File: config.mk
export PLATFORM = sky130hd
export DESIGN_NAME = return_and_shift_left_exec
export DESIGN_NICKNAME = d
export VERILOG_FILES = /design/src/hdl/exec_pkg.sv /design/src/hdl/shift_left_unit.sv /design/src/hdl/return_and_shift_left_exec.sv
export SDC_FILE = /design/constraint.sdc
export NUM_CORES = 1
export LEC_CHECK = 0
export ABC_AREA = 0
export BUFFER_PORTS_ARGS = -buffer_cell sky130_fd_sc_hd__buf_2
export CAP_MARGIN = 20
export CORE_MARGIN = 1
export CORE_UTILIZATION = 52
export CTS_CLUSTER_DIAMETER = 40
export DETAILED_ROUTE_END_ITERATION = 6
export GPL_TIMING_DRIVEN = 0
export MAX_ROUTING_LAYER = met4
export PLACE_DENSITY = 0.85
export SETUP_SLACK_MARGIN = 0.3
export SYNTH_ARGS = -nofsm -noshare
export SYNTH_HDL_FRONTEND = slang
export SYNTH_HIERARCHICAL = 1
export SYNTH_SLANG_ARGS = --single-unit
File: constraint.sdc
create_clock -name clk_sys -period 5 [get_ports clk_sys]
set_input_delay 0.25 -clock clk_sys [delete_from_list [all_inputs] [get_ports clk_sys]]
set_output_delay 0.25 -clock clk_sys [all_outputs]
set_load 0.01 [all_outputs]
File: src/hdl/exec_pkg.sv
package exec_pkg;

  // ----------------------------------------------------------------
  // Status word layout
  // ----------------------------------------------------------------
  localparam int unsigned WORD_W = 16;
  localparam int unsigned CARRY_POS = 0;
  localparam int unsigned ZERO_POS = 1;
  localparam int unsigned NEG_POS = 2;
  localparam int unsigned GIE_POS = 3;
  localparam int unsigned HALT_POS = 4;
  localparam int unsigned OSC_POS = 5;
  localparam int unsigned OVF_POS = 8;
  localparam logic [15:0] FLAGS_RESET = 16'h0000;
  localparam logic [15:0] SP_RESET = 16'h0000;
  localparam logic [15:0] PC_RESET = 16'h0000;
  localparam logic [15:0] STACK_STEP = 16'h0002;

  // ----------------------------------------------------------------
  // Operations and sequencer states
  // ----------------------------------------------------------------
  typedef enum logic [1:0] {
    op_subroutine_exit = 2'b00,
    op_interrupt_exit = 2'b01,
    op_arith_shift_left = 2'b10,
    op_none = 2'b11
  } op_type;

  typedef enum logic [2:0] {
    st_idle = 3'b000,
    st_pop_pc = 3'b001,
    st_pop_flags = 3'b010,
    st_done = 3'b011
  } state_type;

  typedef struct packed {
    op_type op;
    logic byte_mode;
    logic [15:0] operand;
  } request_type;

  typedef struct packed {
    logic [15:0] result;
    logic neg;
    logic zero;
    logic carry;
    logic ovf;
  } shift_result_type;

endpackage : exec_pkg

File: src/hdl/shift_left_unit.sv
`timescale 1ns/1ps
`default_nettype none
module shift_left_unit
  import exec_pkg::*;
(
  input wire logic [15:0] operand,
  input wire logic byte_mode,
  output var shift_result_type res
);

  logic [16:0] sum_w;
  logic [8:0] sum_b;

  always_comb begin
    // Shift is done as operand plus itself
    sum_w = {1'b0, operand} + {1'b0, operand};
    sum_b = {1'b0, operand[7:0]} + {1'b0, operand[7:0]};
    if (byte_mode) begin
      // High byte of the result is cleared for the byte form
      res.result = {8'h00, sum_b[7:0]};
      res.carry = sum_b[8];
      res.neg = sum_b[7];
      res.zero = (sum_b[7:0] == 8'h00);
      res.ovf = (operand[7:0] >= 8'h40) && (operand[7:0] < 8'hc0);
    end else begin
      res.result = sum_w[15:0];
      res.carry = sum_w[16];
      res.neg = sum_w[15];
      res.zero = (sum_w[15:0] == 16'h0000);
      res.ovf = (operand >= 16'h4000) && (operand < 16'hc000);
    end
  end

endmodule : shift_left_unit
`default_nettype wire

File: src/hdl/return_and_shift_left_exec.sv
// How it works
// - Subroutine exit pops program counter, bumps stack
// - Subroutine exit keeps all status flags
// - Interrupt exit pops status word first
// - Then pops program counter, stack plus two
// - Interrupt exit flags come from popped word
// - Mode bits restored from popped word too
// - Shift left, old top bit into carry
// - Shift equals adding operand to itself
// - Word overflow when 4000h <= operand < C000h
// - Byte overflow when 40h <= operand < C0h
// - Negative from result sign, zero if zero
// - Shift keeps mode bits unchanged
`timescale 1ns/1ps
`default_nettype none
module return_and_shift_left_exec
  import exec_pkg::*;
(
  input wire logic clk_sys,
  input wire logic sys_rst,
  input wire logic clk_en,
  input wire logic req_valid,
  output logic req_ready,
  input wire request_type req,
  output logic mem_rd,
  output logic [15:0] mem_addr,
  input wire logic [15:0] stack_top_word,
  output logic done,
  output logic [15:0] shift_result,
  output logic [15:0] prog_counter,
  output logic [15:0] stack_ptr,
  output logic [15:0] flags_word_reg,
  output logic oscillator_disable_bit,
  output logic core_halt_bit,
  output logic global_irq_enable
);

  // ----------------------------------------------------------------
  // State
  // ----------------------------------------------------------------
  state_type state_q, state_d;
  logic [15:0] pc_q, pc_d;
  logic [15:0] sp_q, sp_d;
  logic [15:0] sr_q, sr_d;
  logic [15:0] res_q, res_d;
  shift_result_type sh;
  logic take_req;
  logic take_shift;
  logic take_sub;
  logic take_irq;
  logic pop_flags;
  logic pop_pc;

  shift_left_unit i_shift_left_unit (
    .operand(req.operand),
    .byte_mode(req.byte_mode),
    .res(sh)
  );

  // ----------------------------------------------------------------
  // Request decode
  // ----------------------------------------------------------------
  // A request counts only in idle, so a stray valid mid-pop is dropped
  always_comb begin
    take_req = req_valid && (state_q == st_idle);
    take_shift = take_req && (req.op == op_arith_shift_left);
    take_sub = take_req && (req.op == op_subroutine_exit);
    take_irq = take_req && (req.op == op_interrupt_exit);
    pop_flags = (state_q == st_pop_flags);
    pop_pc = (state_q == st_pop_pc);
    mem_rd = pop_flags || pop_pc;
  end

  // ----------------------------------------------------------------
  // Sequencer
  // ----------------------------------------------------------------
  // Memory returns the stack word in the same cycle the address stands,
  // so each pop takes one cycle; trades speed for no read pipeline.
  always_comb begin
    state_d = state_q;
    unique case (state_q)
      st_idle: begin
        if (take_shift) begin
          state_d = st_done;
        end else if (take_irq) begin
          state_d = st_pop_flags;
        end else if (take_sub) begin
          state_d = st_pop_pc;
        end
      end
      st_pop_flags: state_d = st_pop_pc;
      st_pop_pc: state_d = st_done;
      st_done: state_d = st_idle;
      default: state_d = st_idle;
    endcase
  end

  // Clock enable low freezes every register group below
  always_ff @(posedge clk_sys or posedge sys_rst) begin
    if (sys_rst) begin
      state_q <= st_idle;
    end else if (clk_en) begin
      state_q <= state_d;
    end
  end

  // ----------------------------------------------------------------
  // Stack pointer
  // ----------------------------------------------------------------
  // Both pops step by two whatever the operand width
  always_comb begin
    sp_d = sp_q;
    if (pop_flags || pop_pc) begin
      sp_d = sp_q + STACK_STEP;
    end
  end

  always_ff @(posedge clk_sys or posedge sys_rst) begin
    if (sys_rst) begin
      sp_q <= SP_RESET;
    end else if (clk_en) begin
      sp_q <= sp_d;
    end
  end

  // ----------------------------------------------------------------
  // Program counter
  // ----------------------------------------------------------------
  always_comb begin
    pc_d = pc_q;
    if (pop_pc) begin
      pc_d = stack_top_word;
    end
  end

  always_ff @(posedge clk_sys or posedge sys_rst) begin
    if (sys_rst) begin
      pc_q <= PC_RESET;
    end else if (clk_en) begin
      pc_q <= pc_d;
    end
  end

  // ----------------------------------------------------------------
  // Status word
  // ----------------------------------------------------------------
  // A pop and a shift never share a cycle, so neither masks the other
  always_comb begin
    sr_d = sr_q;
    if (pop_flags) begin
      // Whole word replaces flags and mode bits
      sr_d = stack_top_word;
    end else if (take_shift) begin
      // Only arithmetic flags change; mode bits kept
      sr_d[CARRY_POS] = sh.carry;
      sr_d[ZERO_POS] = sh.zero;
      sr_d[NEG_POS] = sh.neg;
      sr_d[OVF_POS] = sh.ovf;
    end
  end

  always_ff @(posedge clk_sys or posedge sys_rst) begin
    if (sys_rst) begin
      sr_q <= FLAGS_RESET;
    end else if (clk_en) begin
      sr_q <= sr_d;
    end
  end

  // ----------------------------------------------------------------
  // Shift result
  // ----------------------------------------------------------------
  always_comb begin
    res_d = res_q;
    if (take_shift) begin
      res_d = sh.result;
    end
  end

  always_ff @(posedge clk_sys or posedge sys_rst) begin
    if (sys_rst) begin
      res_q <= 16'h0000;
    end else if (clk_en) begin
      res_q <= res_d;
    end
  end

  // ----------------------------------------------------------------
  // Outputs
  // ----------------------------------------------------------------
  assign req_ready = (state_q == st_idle) && clk_en;
  assign mem_addr = sp_q;
  assign done = (state_q == st_done);
  assign shift_result = res_q;
  assign prog_counter = pc_q;
  assign stack_ptr = sp_q;
  assign flags_word_reg = sr_q;
  assign oscillator_disable_bit = sr_q[OSC_POS];
  assign core_halt_bit = sr_q[HALT_POS];
  assign global_irq_enable = sr_q[GIE_POS];

endmodule : return_and_shift_left_exec
`default_nettype wire

==> summary.md, run 1 <==
| Metric | Value |
|---|---|
| Clock latency on the worst-skew pair | `330 ps` |
| MaxCap Viol Count | `0` |
| Synth-to-layout area growth | `29.5%` |
| Fin crit period | `2110 ps` |
| Nature of the critical path endpoint | `flip-flop` |
| Hold path endpoint | `flags_word_reg[4]$_DFFE_PP0P_` |
| Most common cell after layout, fill and taps aside | `buf_2` |
| Post-synth EDFFs | `0` |
| Cells after DPL | `447` |
| Via-to-Cell Ratio | `4.99` |
| Critical path cell sequence | `inv_1 > ha_1 > nand2_2 > or3_1 > buf_6 > nor4_4 > xor2_1` |
| Outcome | `completed` |
| Area contributors post-synth | `dfrtp_1 52%, mux2_2 13%, buf_4 7.1%, mux2_4 5.7%, xnor2_1 3.1%` |
| Initial Util | `55.6%` |
| Slowest-stage cell, CP | `dfrtp_1` |
| XOR/XNOR share of the synthesized area | `4.72%` |
| Critical path arrival | `2360 ps` |
| Starting DRT DRC Count | `100` |
| Simple-gate share of the synthesized area | `10.0%` |
| CTS buffer count | `9` |
| Count of cell types in the netlist | `34` |
| Mux contribution to synthesized area | `18.2%` |
| Port bufs | `122` |
| WP buf/inv | `2` |
| Row cnt | `27` |
| Post-Place Cell Area | `3880 um^2` |
| Antenna cells | `0` |
| WP data required | `5250 ps` |
| CP max FO | `7` |
| HP Class | `primary input to flip-flop` |
| Postcts setup bufs | `0` |
| Total wire length | `6420 um` |
| Placer Congestion | `0.772` |
| Leading area contributor after synthesis | `dfrtp_1` |
| RSZ-0062 raised after global routing | `false` |
| Total number of vias | `2312` |
| DRT Pass-1 Iters | `4` |
| GRT overflow | `0` |
| Final worst slack | `2890 ps` |
| Gate Count Post-Synth | `251` |
| Antenna-violating nets left | `0` |
| Min-delay src | `stack_top_word[4]` |
| Fin. Hold Viols | `0` |
| Clock Skews | `4.51 ps` |
| Leak | `2.20 nW` |
| Root Buffer | `clkbuf_8` |
| Hpwl dp | `4850 um` |
| R2R depth | `7` |
| Final nets | `432` |
| Detailed-route DRC error count | `0` |
| Vias in the first global route | `2329` |
| Rel. slew slack | `66.3%` |
| Fin cells | `463` |
| Largest family of logic cells by synthesized area | `multiplexers` |
| Worst VDD drop | `351 uV` |
| Die X | `79.9 um` |
| Reg2reg end | `mem_addr[15]$_DFFE_PP0P_` |
| Largest net degree at the start of global routing | `44` |
| PD cells | `552 nW/um^2` |
| Die Y | `79.9 um` |
| Initial antenna violation count | `0` |
| Slew @ Worst Pin | `504 ps` |
| Sequential area share after synthesis | `51.6%` |
| Critical R2R Launch | `state_q[0]$_DFFE_PP0P_` |
| Max Root-Sink Buffers | `2` |
| CTS clk-pin slew, worst paths | `70 ps` |
| Synthesized area per cell | `12.6 um^2` |
| Most frequent cells in the layout | `125 x buf_2, 65 x dfrtp_1, 35 x mux2_2, 30 x buf_4, 13 x nand2_1` |
| Asr flop ratio synth | `100%` |
| FF-to-FF setup slack | `2890 ps` |
| IO Count | `125` |
| Post-synth design cell area | `3150 um^2` |
| Setup TNS | `0 ps` |
| Routed len/inst | `13.9 um` |
| CP Launch Type | `flip-flop` |
| Critical path's top delay family | `simple AND/OR/NAND/NOR gates` |
| Top cell type's share of synthesized area | `51.6%` |
| Compound-cell area share of the yosys netlist | `3.33%` |
| Fin crit share | `42.2%` |
| Overall Global Routing Usage | `22.5%` |
| Core ar. | `5680 um^2` |
| Seq cells post-synth | `65` |
| Max-slew violation count | `0` |
| Pre-CTS setup slack | `2920 ps` |
| Hold Path Stages | `2` |
| Synth Flop Type | `dfrtp_1` |
| Total Die Area | `6380 um^2` |
| Final Cell Area | `4080 um^2` |
| CP max stage delay | `460 ps` |
| Ys Warns | `6` |
| FMAX | `0.474 GHz` |
| Adder-cell share of the synthesized area | `2.38%` |
| CTS tree | `built` |
| Htree depth | `3` |
| Share of cells above drive strength 1 | `57.8%` |
| Final setup violating endpoints | `0` |
| Global-route wire length before repair | `10600 um` |
| Setup Crit Path Kind | `flip-flop to flip-flop` |
| Clk sink count | `65` |
## cells by family (layout without fill, tap and decap cells)
kind of cell               count (synthesis)  after routing
AOI/OAI and AO/OA                         16             16
xor gates and xnor gates                  17             17
adders and majority gates                  6              6
buffers and inverters                     43            182
DFF                                       65             65
muxes                                     47             47
other                                      2              3
and+or+nand+nor                           55             55
## metal layers
metal	vias up	share of wire [%]	wire [um]	GRT usage [%]
li1	1095	-	-	-
met1	1114	43	2770	27.7
met2	93	48	3100	36.2
met3	10	6.6	422	4.57
met4	0	1.9	122	9.64
met5	-	0	0	-
## stage by stage
stage / util (%) / power, W / hold WS [ps]
detailed placement: 68.3 / 0.00183 / 311
floorplan: - / 0.00146 / 401
global route: 71.9 / 0.00240 / 154
finish: 71.9 / 0.00225 / 159
global placement: 68.0 / 0.00179 / 474
CTS: 71.9 / 0.00228 / 146
## layout make-up
| class | instances | area (um^2) |
|---|---|---|
| well taps | 72 | 90.1 |
| fillers | 412 | 1590 |
| clock buffers | 12 | 155 |
| multi-input cells | 144 | 1230 |
| flip-flops and latches | 65 | 1630 |
| repair buffers | 124 | 641 |
| clock inverters | 3 | 40.0 |
| plain buffers | 37 | 278 |
| inverters | 6 | 22.5 |
## where the power goes
part	switching [W]	total, W	internal (W)
clock	0.000187	0.000441	0.000253
combinational	0.000423	0.000920	0.000497
sequential	0.000145	0.000894	0.000748
total	0.000756	0.00225	0.00150
## Yosys cell counts (2+ instances only)
cell / n
o21ai_0: 2
ha_1: 6
nand2_1: 13
buf_2: 3
mux2_4: 12
conb_1: 2
a211oi_1: 4
nor4_4: 2
nand3_1: 6
a21oi_1: 2
o31ai_1: 2
xnor2_1: 11
nor3_1: 7
buf_6: 3
nor2_1: 9
nor2b_1: 7
inv_1: 6
or3_1: 3
buf_4: 30
mux2_2: 35
dfrtp_1: 65
o22ai_1: 4
xor2_1: 6
## how the worst max path moves through the flow
stage,end,slack (ps),from,cells past startpoint
detailed placement,mem_addr[15]$_DFFE_PP0P_,2920,state_q[0]$_DFFE_PP0P_,7
floorplan,mem_addr[15]$_DFFE_PP0P_,3010,state_q[0]$_DFFE_PP0P_,7
finish,mem_addr[15]$_DFFE_PP0P_,2890,state_q[0]$_DFFE_PP0P_,7
CTS,mem_addr[15]$_DFFE_PP0P_,2890,state_q[0]$_DFFE_PP0P_,7
global placement,flags_word_reg[11]$_DFFE_PP0P_,2360,sys_rst,2
global route,mem_addr[15]$_DFFE_PP0P_,2730,state_q[0]$_DFFE_PP0P_,7
## what timing repair did
| action | 4_1_cts | 5_1_grt |
|---|---|---|
| hold endpoints to repair | 22 | 0 |
| resized for setup | 0 | 0 |
| hold buffers | 1 | 0 |
Power figures use the tool's default switching activity.
==> inputs of run 2 (changes only) <==
Settings changed: ABC_AREA 0 to 1, CORE_UTILIZATION 52 to 49, PLACE_DENSITY 0.85 to 0.8.
Clock period 5 ns to 2.19 ns, I/O delays scaled along.
==> run 2 against run 1 <==
  * Via count grew 23%
  * Die area grew 7.7%
  * First-iteration DRC count shrank 4.0%
  * Largest power group is now registers
  * Clock skew grew 5.0 ps
  * Power grew 120%
  * Fmax grew 19%
  * Hold slack lost 130 ps
  * Register-to-register slack lost 2500 ps
==> summary.md, run 2 <==
| Metric | Value |
|---|---|
| CTS buffer count | `9 (unchanged)` |
| Rel. slew slack | `66.2% (was 66.3%)` |
| Max-slew violation count | `0 (unchanged)` |
| Final Cell Area | `4170 um^2 (was 4080 um^2)` |
| R2R depth | `6 (was 7)` |
| Asr flop ratio synth | `100% (unchanged)` |
| Leading area contributor after synthesis | `dfrtp_1 (unchanged)` |
| Postcts setup bufs | `0 (unchanged)` |
| Slowest-stage cell, CP | `dfrtp_1 (unchanged)` |
| Post-synth design cell area | `3210 um^2 (was 3150 um^2)` |
| CP Launch Type | `flip-flop (unchanged)` |
| Area contributors post-synth | `dfrtp_1 51%, nand2_1 11%, o21ai_0 8.0%, inv_1 6.9%, buf_4 6.6% (was dfrtp_1 52%, mux2_2 13%, buf_4 7.1%, mux2_4 5.7%, xnor2_1 3.1%)` |
| Detailed-route DRC error count | `0 (unchanged)` |
| Post-Place Cell Area | `3940 um^2 (was 3880 um^2)` |
| Count leader, synth | `nand2_1 (was dfrtp_1)` |
| Seq cells post-synth | `65 (unchanged)` |
| CTS clk-pin slew, worst paths | `90 ps (was 70 ps)` |
| Fin. Hold Viols | `0 (unchanged)` |
| Most frequent cells in the layout | `126 x buf_2, 91 x nand2_1, 65 x dfrtp_1, 58 x inv_1, 51 x o21ai_0 (was 125 x buf_2, 65 x dfrtp_1, 35 x mux2_2, 30 x buf_4, 13 x nand2_1)` |
| Starting DRT DRC Count | `96 (was 100)` |
| Critical R2R Launch | `state_q[0]$_DFFE_PP0P_ (unchanged)` |
| Htree depth | `3 (unchanged)` |
| Die Y | `82.9 um (was 79.9 um)` |
| Count of cell types in the netlist | `23 (was 34)` |
| Hold path endpoint | `prog_counter[3]$_DFFE_PP0P_ (was flags_word_reg[4]$_DFFE_PP0P_)` |
| Nature of the critical path endpoint | `flip-flop (unchanged)` |
| Sequential area share after synthesis | `50.7% (was 51.6%)` |
| Via-to-Cell Ratio | `4.70 (was 4.99)` |
| Root Buffer | `clkbuf_8 (unchanged)` |
| Leak | `2.43 nW (was 2.20 nW)` |
| Power Total | `0.00502 W (was 0.00225 W)` |
| CP max FO | `10 (was 7)` |
| Critical path arrival | `1980 ps (was 2360 ps)` |
| Core ar. | `6350 um^2 (was 5680 um^2)` |
| Top cells by count, synth | `91 x nand2_1, 65 x dfrtp_1, 59 x inv_1 (was 65 x dfrtp_1, 35 x mux2_2, 30 x buf_4)` |
| GRT overflow | `0 (unchanged)` |
| Post-synth EDFFs | `0 (unchanged)` |
| CP max stage delay | `450 ps (was 460 ps)` |
| Top cell type's share of synthesized area | `50.7% (was 51.6%)` |
| Clk sink count | `65 (unchanged)` |
| Fin crit period | `1770 ps (was 2110 ps)` |
| Clock Skews | `9.52 ps (was 4.51 ps)` |
| HP Class | `primary input to flip-flop (unchanged)` |
| Most common cell after layout, fill and taps aside | `buf_2 (unchanged)` |
| DRT Pass-1 Iters | `4 (unchanged)` |
| WP buf/inv | `3 (was 2)` |
| Gate Count Post-Synth | `387 (was 251)` |
| MaxCap Viol Count | `0 (unchanged)` |
| Share of cells above drive strength 1 | `34.5% (was 57.8%)` |
| Fin crit share | `80.9% (was 42.2%)` |
| Die X | `82.9 um (was 79.9 um)` |
| WP data required | `2390 ps (was 5250 ps)` |
| Total wire length | `6960 um (was 6420 um)` |
| Final nets | `568 (was 432)` |
| Max Root-Sink Buffers | `2 (unchanged)` |
| Pre-CTS setup slack | `439 ps (was 2920 ps)` |
| Total Die Area | `6870 um^2 (was 6380 um^2)` |
| Worst VDD drop | `798 uV (was 351 uV)` |
| Min-delay src | `stack_top_word[3] (was stack_top_word[4])` |
| Routed len/inst | `11.5 um (was 13.9 um)` |
| PD cells | `1200 nW/um^2 (was 552 nW/um^2)` |
| Hold Path Stages | `3 (was 2)` |
| Port bufs | `122 (unchanged)` |
| Antenna cells | `0 (unchanged)` |
| RSZ-0062 raised after global routing | `false (unchanged)` |
| Antenna-violating nets left | `0 (unchanged)` |
| CTS tree | `built (unchanged)` |
| Synth-to-layout area growth | `30.2% (was 29.5%)` |
| Critical path cell sequence | `inv_1 > ha_1 > buf_2 > nand2_1 > clkbuf_1 > o21ai_0 (was inv_1 > ha_1 > nand2_2 > or3_1 > buf_6 > nor4_4 > xor2_1)` |
| Synth Flop Type | `dfrtp_1 (unchanged)` |
| Slew @ Worst Pin | `506 ps (was 504 ps)` |
| Vias in the first global route | `2719 (was 2329)` |
| Ys Warns | `6 (unchanged)` |
| FF-to-FF setup slack | `420 ps (was 2890 ps)` |
| Row cnt | `29 (was 27)` |
| IO Count | `125 (unchanged)` |
| Initial antenna violation count | `0 (unchanged)` |
| Synthesized area per cell | `8.28 um^2 (was 12.6 um^2)` |
| Setup TNS | `0 ps (unchanged)` |
| Clock latency on the worst-skew pair | `340 ps (was 330 ps)` |
| Outcome | `completed (unchanged)` |
| Hold slack | `24.8 ps (was 159 ps)` |
| Initial Util | `50.5% (was 55.6%)` |
| Overall Global Routing Usage | `22.3% (was 22.5%)` |
| Total number of vias | `2841 (was 2312)` |
| FMAX | `0.564 GHz (was 0.474 GHz)` |
| Reg2reg end | `flags_word_reg[9]$_DFFE_PP0P_ (was mem_addr[15]$_DFFE_PP0P_)` |
| Hpwl dp | `5280 um (was 4850 um)` |
| Final setup violating endpoints | `0 (unchanged)` |
| Setup Crit Path Kind | `flip-flop to flip-flop (unchanged)` |
| Final worst slack | `418 ps (was 2890 ps)` |
| Global-route wire length before repair | `11900 um (was 10600 um)` |
| Critical path's top delay family | `buffers and inverters (was simple AND/OR/NAND/NOR gates)` |
| Placer Congestion | `0.830 (was 0.772)` |
| Largest net degree at the start of global routing | `44 (unchanged)` |
## run 2: changes by cell type in the layout (fill, tap and decap cells not counted), sizes merged, moves of 6 or more
cell	change
mux2	-47
nor2b	-8
nand2	+80
o21ai	+50
nor3	-6
xnor2	-7
nor2	+32
inv	+55
## run 2: cell type report
cell class	instances	area (um^2)
buffer	38	262
clock buffer	9	124
clock inverter	7	101
fill	565	2180
inverter	59	221
multi-input combinational	226	1100
sequential	65	1630
tap	77	96.3
timing repair buffer	124	641
## run 2: timing repair
item                                    CTS  global route
hold buffers                              1             0
endpoints found under the setup margin    0             9
resized for setup                         0             2
endpoints found under the hold margin    22             0
## run 2: kinds of logic after synthesis
family | synth area share (%)
AO/OA/AOI/OAI | 9.06
XOR/XNOR | 3.82
flip-flops | 50.7
adder cells (fa/ha/maj) | 2.34
AND/OR/NAND/NOR | 18.8
other | 0.234
buffers and inverters | 15.0
## run 2: worst register-to-register path: stages (launching register included)
cell and delay, ps:
dfrtp_1 450, inv_1 110, ha_1 200, buf_2 160, nand2_1 200, clkbuf_1 390
o21ai_0 140
## run 2: worst max-delay path by stage
| stage | endpoint | depth (start not counted) | startpoint | slack (ps) |
|---|---|---|---|---|
| after global placement | prog_counter[7]$_DFFE_PP0P_ | 2 | sys_rst | -340 |
| after global routing | flags_word_reg[2]$_DFFE_PP0P_ | 8 | state_q[0]$_DFFE_PP0P_ | 310 |
| after detailed placement | shift_result[2]$_DFFE_PP0P_ | 7 | state_q[0]$_DFFE_PP0P_ | 440 |
| after floorplan | flags_word_reg[0]$_DFFE_PP0P_ | 1 | sys_rst | 450 |
| final | flags_word_reg[9]$_DFFE_PP0P_ | 6 | state_q[0]$_DFFE_PP0P_ | 420 |
| after CTS | shift_result[6]$_DFFE_PP0P_ | 7 | state_q[0]$_DFFE_PP0P_ | 430 |
## run 2: layer usage
metal	up-vias	GRT usage [%]	share of wire, %
li1	1416	-	-
met1	1325	25.7	43
met2	86	37.6	50
met3	14	4.77	4.9
met4	0	9.25	1.9
met5	-	-	0
## run 2: through the flow
stage / util, % / instances
4_1_cts: 65.7 / 605
3_5_place_dp: 62.0 / 588
2_1_floorplan: - / 388
6_report: 65.7 / 605
3_3_place_gp: 61.7 / 587
5_1_grt: 65.7 / 605
## run 2: where the power goes
part	switching (W)	internal, W	total, W	leakage, nW
clock network	0.000511	0.000651	0.00116	0.106
registers	0.000304	0.00167	0.00198	0.824
logic	0.00106	0.000815	0.00188	1.50
total	0.00188	0.00314	0.00502	2.43
==> inputs of run 3 (changes only) <==
Settings changed: ABC_AREA 1 to 0, CORE_UTILIZATION 49 to 44, PLACE_DENSITY 0.8 to 0.76.
Clock period 2.19 ns to 1.55 ns, I/O delays scaled along.
==> run 3 against run 2 <==
  * The run now ends with negative setup slack left
  * Fmax grew 1.3%
  * Die area grew 9.3%
  * Sequential power grew 44%
  * Worst setup slack lost 620 ps
  * Critical path depth grew 1
  * Largest cell class unchanged
==> summary.md, run 3 (synthesis results as in run 1) <==
| Metric | Value |
|---|---|
| Initial Util | `45.9% (was 50.5%)` |
| Clock Skews | `12.8 ps (was 9.52 ps)` |
| Row cnt | `30 (was 29)` |
| Storage element area | `1630 um^2 (about the same)` |
| Die Y | `86.7 um (was 82.9 um)` |
| Critical path arrival | `1970 ps (was 1980 ps)` |
| Clk sink count | `65 (unchanged)` |
| Antenna-violating nets left | `0 (unchanged)` |
| Die X | `86.7 um (was 82.9 um)` |
| Slew @ Worst Pin | `600 ps (was 506 ps)` |
| WP data required | `1770 ps (was 2390 ps)` |
| Post-Place Cell Area | `4040 um^2 (was 3940 um^2)` |
| IO Count | `125 (unchanged)` |
| Rel. slew slack | `59.9% (was 66.2%)` |
| Slowest-stage cell, CP | `dfrtp_2 (was dfrtp_1)` |
| Max-slew violation count | `0 (unchanged)` |
| Footprint of the multi-input gates | `1500 um^2 (was 1100 um^2)` |
| CTS clk-pin slew, worst paths | `80 ps (was 90 ps)` |
| Nature of the critical path endpoint | `flip-flop (unchanged)` |
| Synth-to-layout area growth | `61.6% (was 30.2%)` |
| CP Launch Type | `flip-flop (unchanged)` |
| Fin. Hold Viols | `0 (unchanged)` |
| CP max stage delay | `420 ps (was 450 ps)` |
| Htree depth | `3 (unchanged)` |
| PD cells | `1750 nW/um^2 (was 1200 nW/um^2)` |
| Root Buffer | `clkbuf_8 (unchanged)` |
| Fin crit period | `1750 ps (was 1770 ps)` |
| Port bufs | `122 (unchanged)` |
| Most common cell after layout, fill and taps aside | `buf_2 (unchanged)` |
| Antenna cells | `0 (unchanged)` |
| Worst VDD drop | `1180 uV (was 798 uV)` |
| Initial antenna violation count | `0 (unchanged)` |
| Final Cell Area | `5100 um^2 (was 4170 um^2)` |
| HP Class | `primary input to flip-flop (unchanged)` |
| MaxCap Viol Count | `0 (unchanged)` |
| Routed len/inst | `15.0 um (was 11.5 um)` |
| Hpwl dp | `4790 um (was 5280 um)` |
| Most frequent cells in the layout | `120 x buf_2, 63 x dfrtp_1, 49 x buf_4, 32 x mux2_2, 20 x buf_6 (was 126 x buf_2, 91 x nand2_1, 65 x dfrtp_1, 58 x inv_1, 51 x o21ai_0)` |
| Setup Crit Path Kind | `flip-flop to flip-flop (unchanged)` |
| GRT overflow | `0 (unchanged)` |
| Total number of vias | `2573 (was 2841)` |
| Power Total | `0.00891 W (was 0.00502 W)` |
| CP max FO | `5 (was 10)` |
| Leak | `2.67 nW (was 2.43 nW)` |
| DRT Pass-1 Iters | `6 (was 4)` |
| FMAX | `0.572 GHz (was 0.564 GHz)` |
| Final setup violating endpoints | `41 (was 0)` |
| Core ar. | `6870 um^2 (was 6350 um^2)` |
| Starting DRT DRC Count | `67 (was 96)` |
| CTS buffer count | `9 (unchanged)` |
| Via-to-Cell Ratio | `4.73 (was 4.70)` |
| Total wire length | `8150 um (was 6960 um)` |
| Final worst slack | `-199 ps (was 418 ps)` |
| Clock latency on the worst-skew pair | `340 ps (about the same)` |
| Max Root-Sink Buffers | `2 (unchanged)` |
| Overall Global Routing Usage | `20.7% (was 22.3%)` |
| Vias in the first global route | `2400 (was 2719)` |
| Fill cell count | `461 (was 565)` |
| RSZ-0062 raised after global routing | `true (was false)` |
| Critical path cell sequence | `inv_2 > ha_4 > nand2_2 > or3_4 > buf_12 > buf_8 > mux2_4 (was inv_1 > ha_1 > buf_2 > nand2_1 > clkbuf_1 > o21ai_0)` |
| Detailed-route DRC error count | `0 (unchanged)` |
| Global-route wire length before repair | `11600 um (was 11900 um)` |
| Share of cells above drive strength 1 | `69.0% (was 34.5%)` |
| Outcome | `finished, violations left (was completed)` |
| Largest net degree at the start of global routing | `42 (was 44)` |
| Fin crit share | `113% (was 80.9%)` |
| Total Die Area | `7510 um^2 (was 6870 um^2)` |
| Placer Congestion | `0.742 (was 0.830)` |
| CTS tree | `built (unchanged)` |
| Failing checks | `negative setup slack` |
| Final nets | `488 (was 568)` |
-- run 3: cell count changes in the layout (fill, tap and decap cells not counted), moves of 19 or more --
cell / before / now
nand2_1: 91 / 8
inv_1: 58 / 2
o21ai_0: 51 / 1
mux2_2: 0 / 32
nor2_1: 36 / 6
buf_4: 28 / 49
buf_6: 1 / 20
-- run 3: repair_timing --
item,CTS,global route
hold buffers,16,0
pin swaps,13,7
setup buffers,24,13
cloned,3,1
resized for setup,40,28
hold endpoints to repair,51,0
setup endpoints to repair,65,68
-- run 3: report_power, final --
part           switching, W  internal, W  leakage, nW
clock              0.000709     0.000789       0.0985
combinational       0.00191      0.00265         1.76
sequential         0.000438      0.00242        0.808
total               0.00306      0.00585         2.67
-- run 3: layout make-up --
| cell class | instances | share of cell area [%] |
|---|---|---|
| Clock buffer | 10 | 2.70 |
| Tap cell | 96 | 2.36 |
| Multi-Input combinational cell | 144 | 29.5 |
| Inverter | 6 | 0.565 |
| Buffer | 37 | 6.87 |
| Sequential cell | 65 | 32.0 |
| Timing Repair Buffer | 180 | 24.7 |
| Clock inverter | 6 | 1.33 |
-- run 3: worst paths after layout --
check | start | endpoint | slack, ps | depth (start not counted)
max | state_q[1]$_DFFE_PP0P_ | shift_result[0]$_DFFE_PP0P_ | -200 | 7
min | stack_top_word[0] | prog_counter[0]$_DFFE_PP0P_ | 6 | 2
max reg2reg | state_q[1]$_DFFE_PP0P_ | shift_result[0]$_DFFE_PP0P_ | -200 | 7
min reg2reg | prog_counter[15]$_DFFE_PP0P_ | prog_counter[15]$_DFFE_PP0P_ | 500 | 1
max in group asynchronous | sys_rst | shift_result[13]$_DFFE_PP0P_ | 600 | 4
min in group asynchronous | sys_rst | prog_counter[14]$_DFFE_PP0P_ | 350 | 3
-- run 3: per-stage QoR --
| step | worst slack [ps] | hold slack, ps | cells | TNS (ps) | utilization (%) |
|---|---|---|---|---|---|
| 2_1_floorplan | -189 | 215 | 252 | -3100 | - |
| 3_3_place_gp | -320 | 323 | 470 | -6740 | 58.6 |
| 3_5_place_dp | -325 | 174 | 471 | -7330 | 58.9 |
| 4_1_cts | -159 | 2.15 | 530 | -3170 | 70.5 |
| 5_1_grt | -227 | 1.73 | 544 | -5970 | 74.2 |
| 6_report | -199 | 5.78 | 544 | -4300 | 74.2 |
-- run 3: worst max-delay path, delay by kind of cell (launching register included) --
| kind | cells | cell delay [ps] |
|---|---|---|
| multiplexers | 1 | 300 |
| adder cells (fa/ha/maj) | 1 | 140 |
| buffers and inverters | 3 | 370 |
| flip-flops | 1 | 420 |
| AND/OR/NAND/NOR | 2 | 390 |
-- run 3: layer usage --
metal	GRT usage (%)	wire length, um
met1	26.6	3550
met2	33.3	4190
met3	3.62	311
met4	7.27	93
met5	-	0
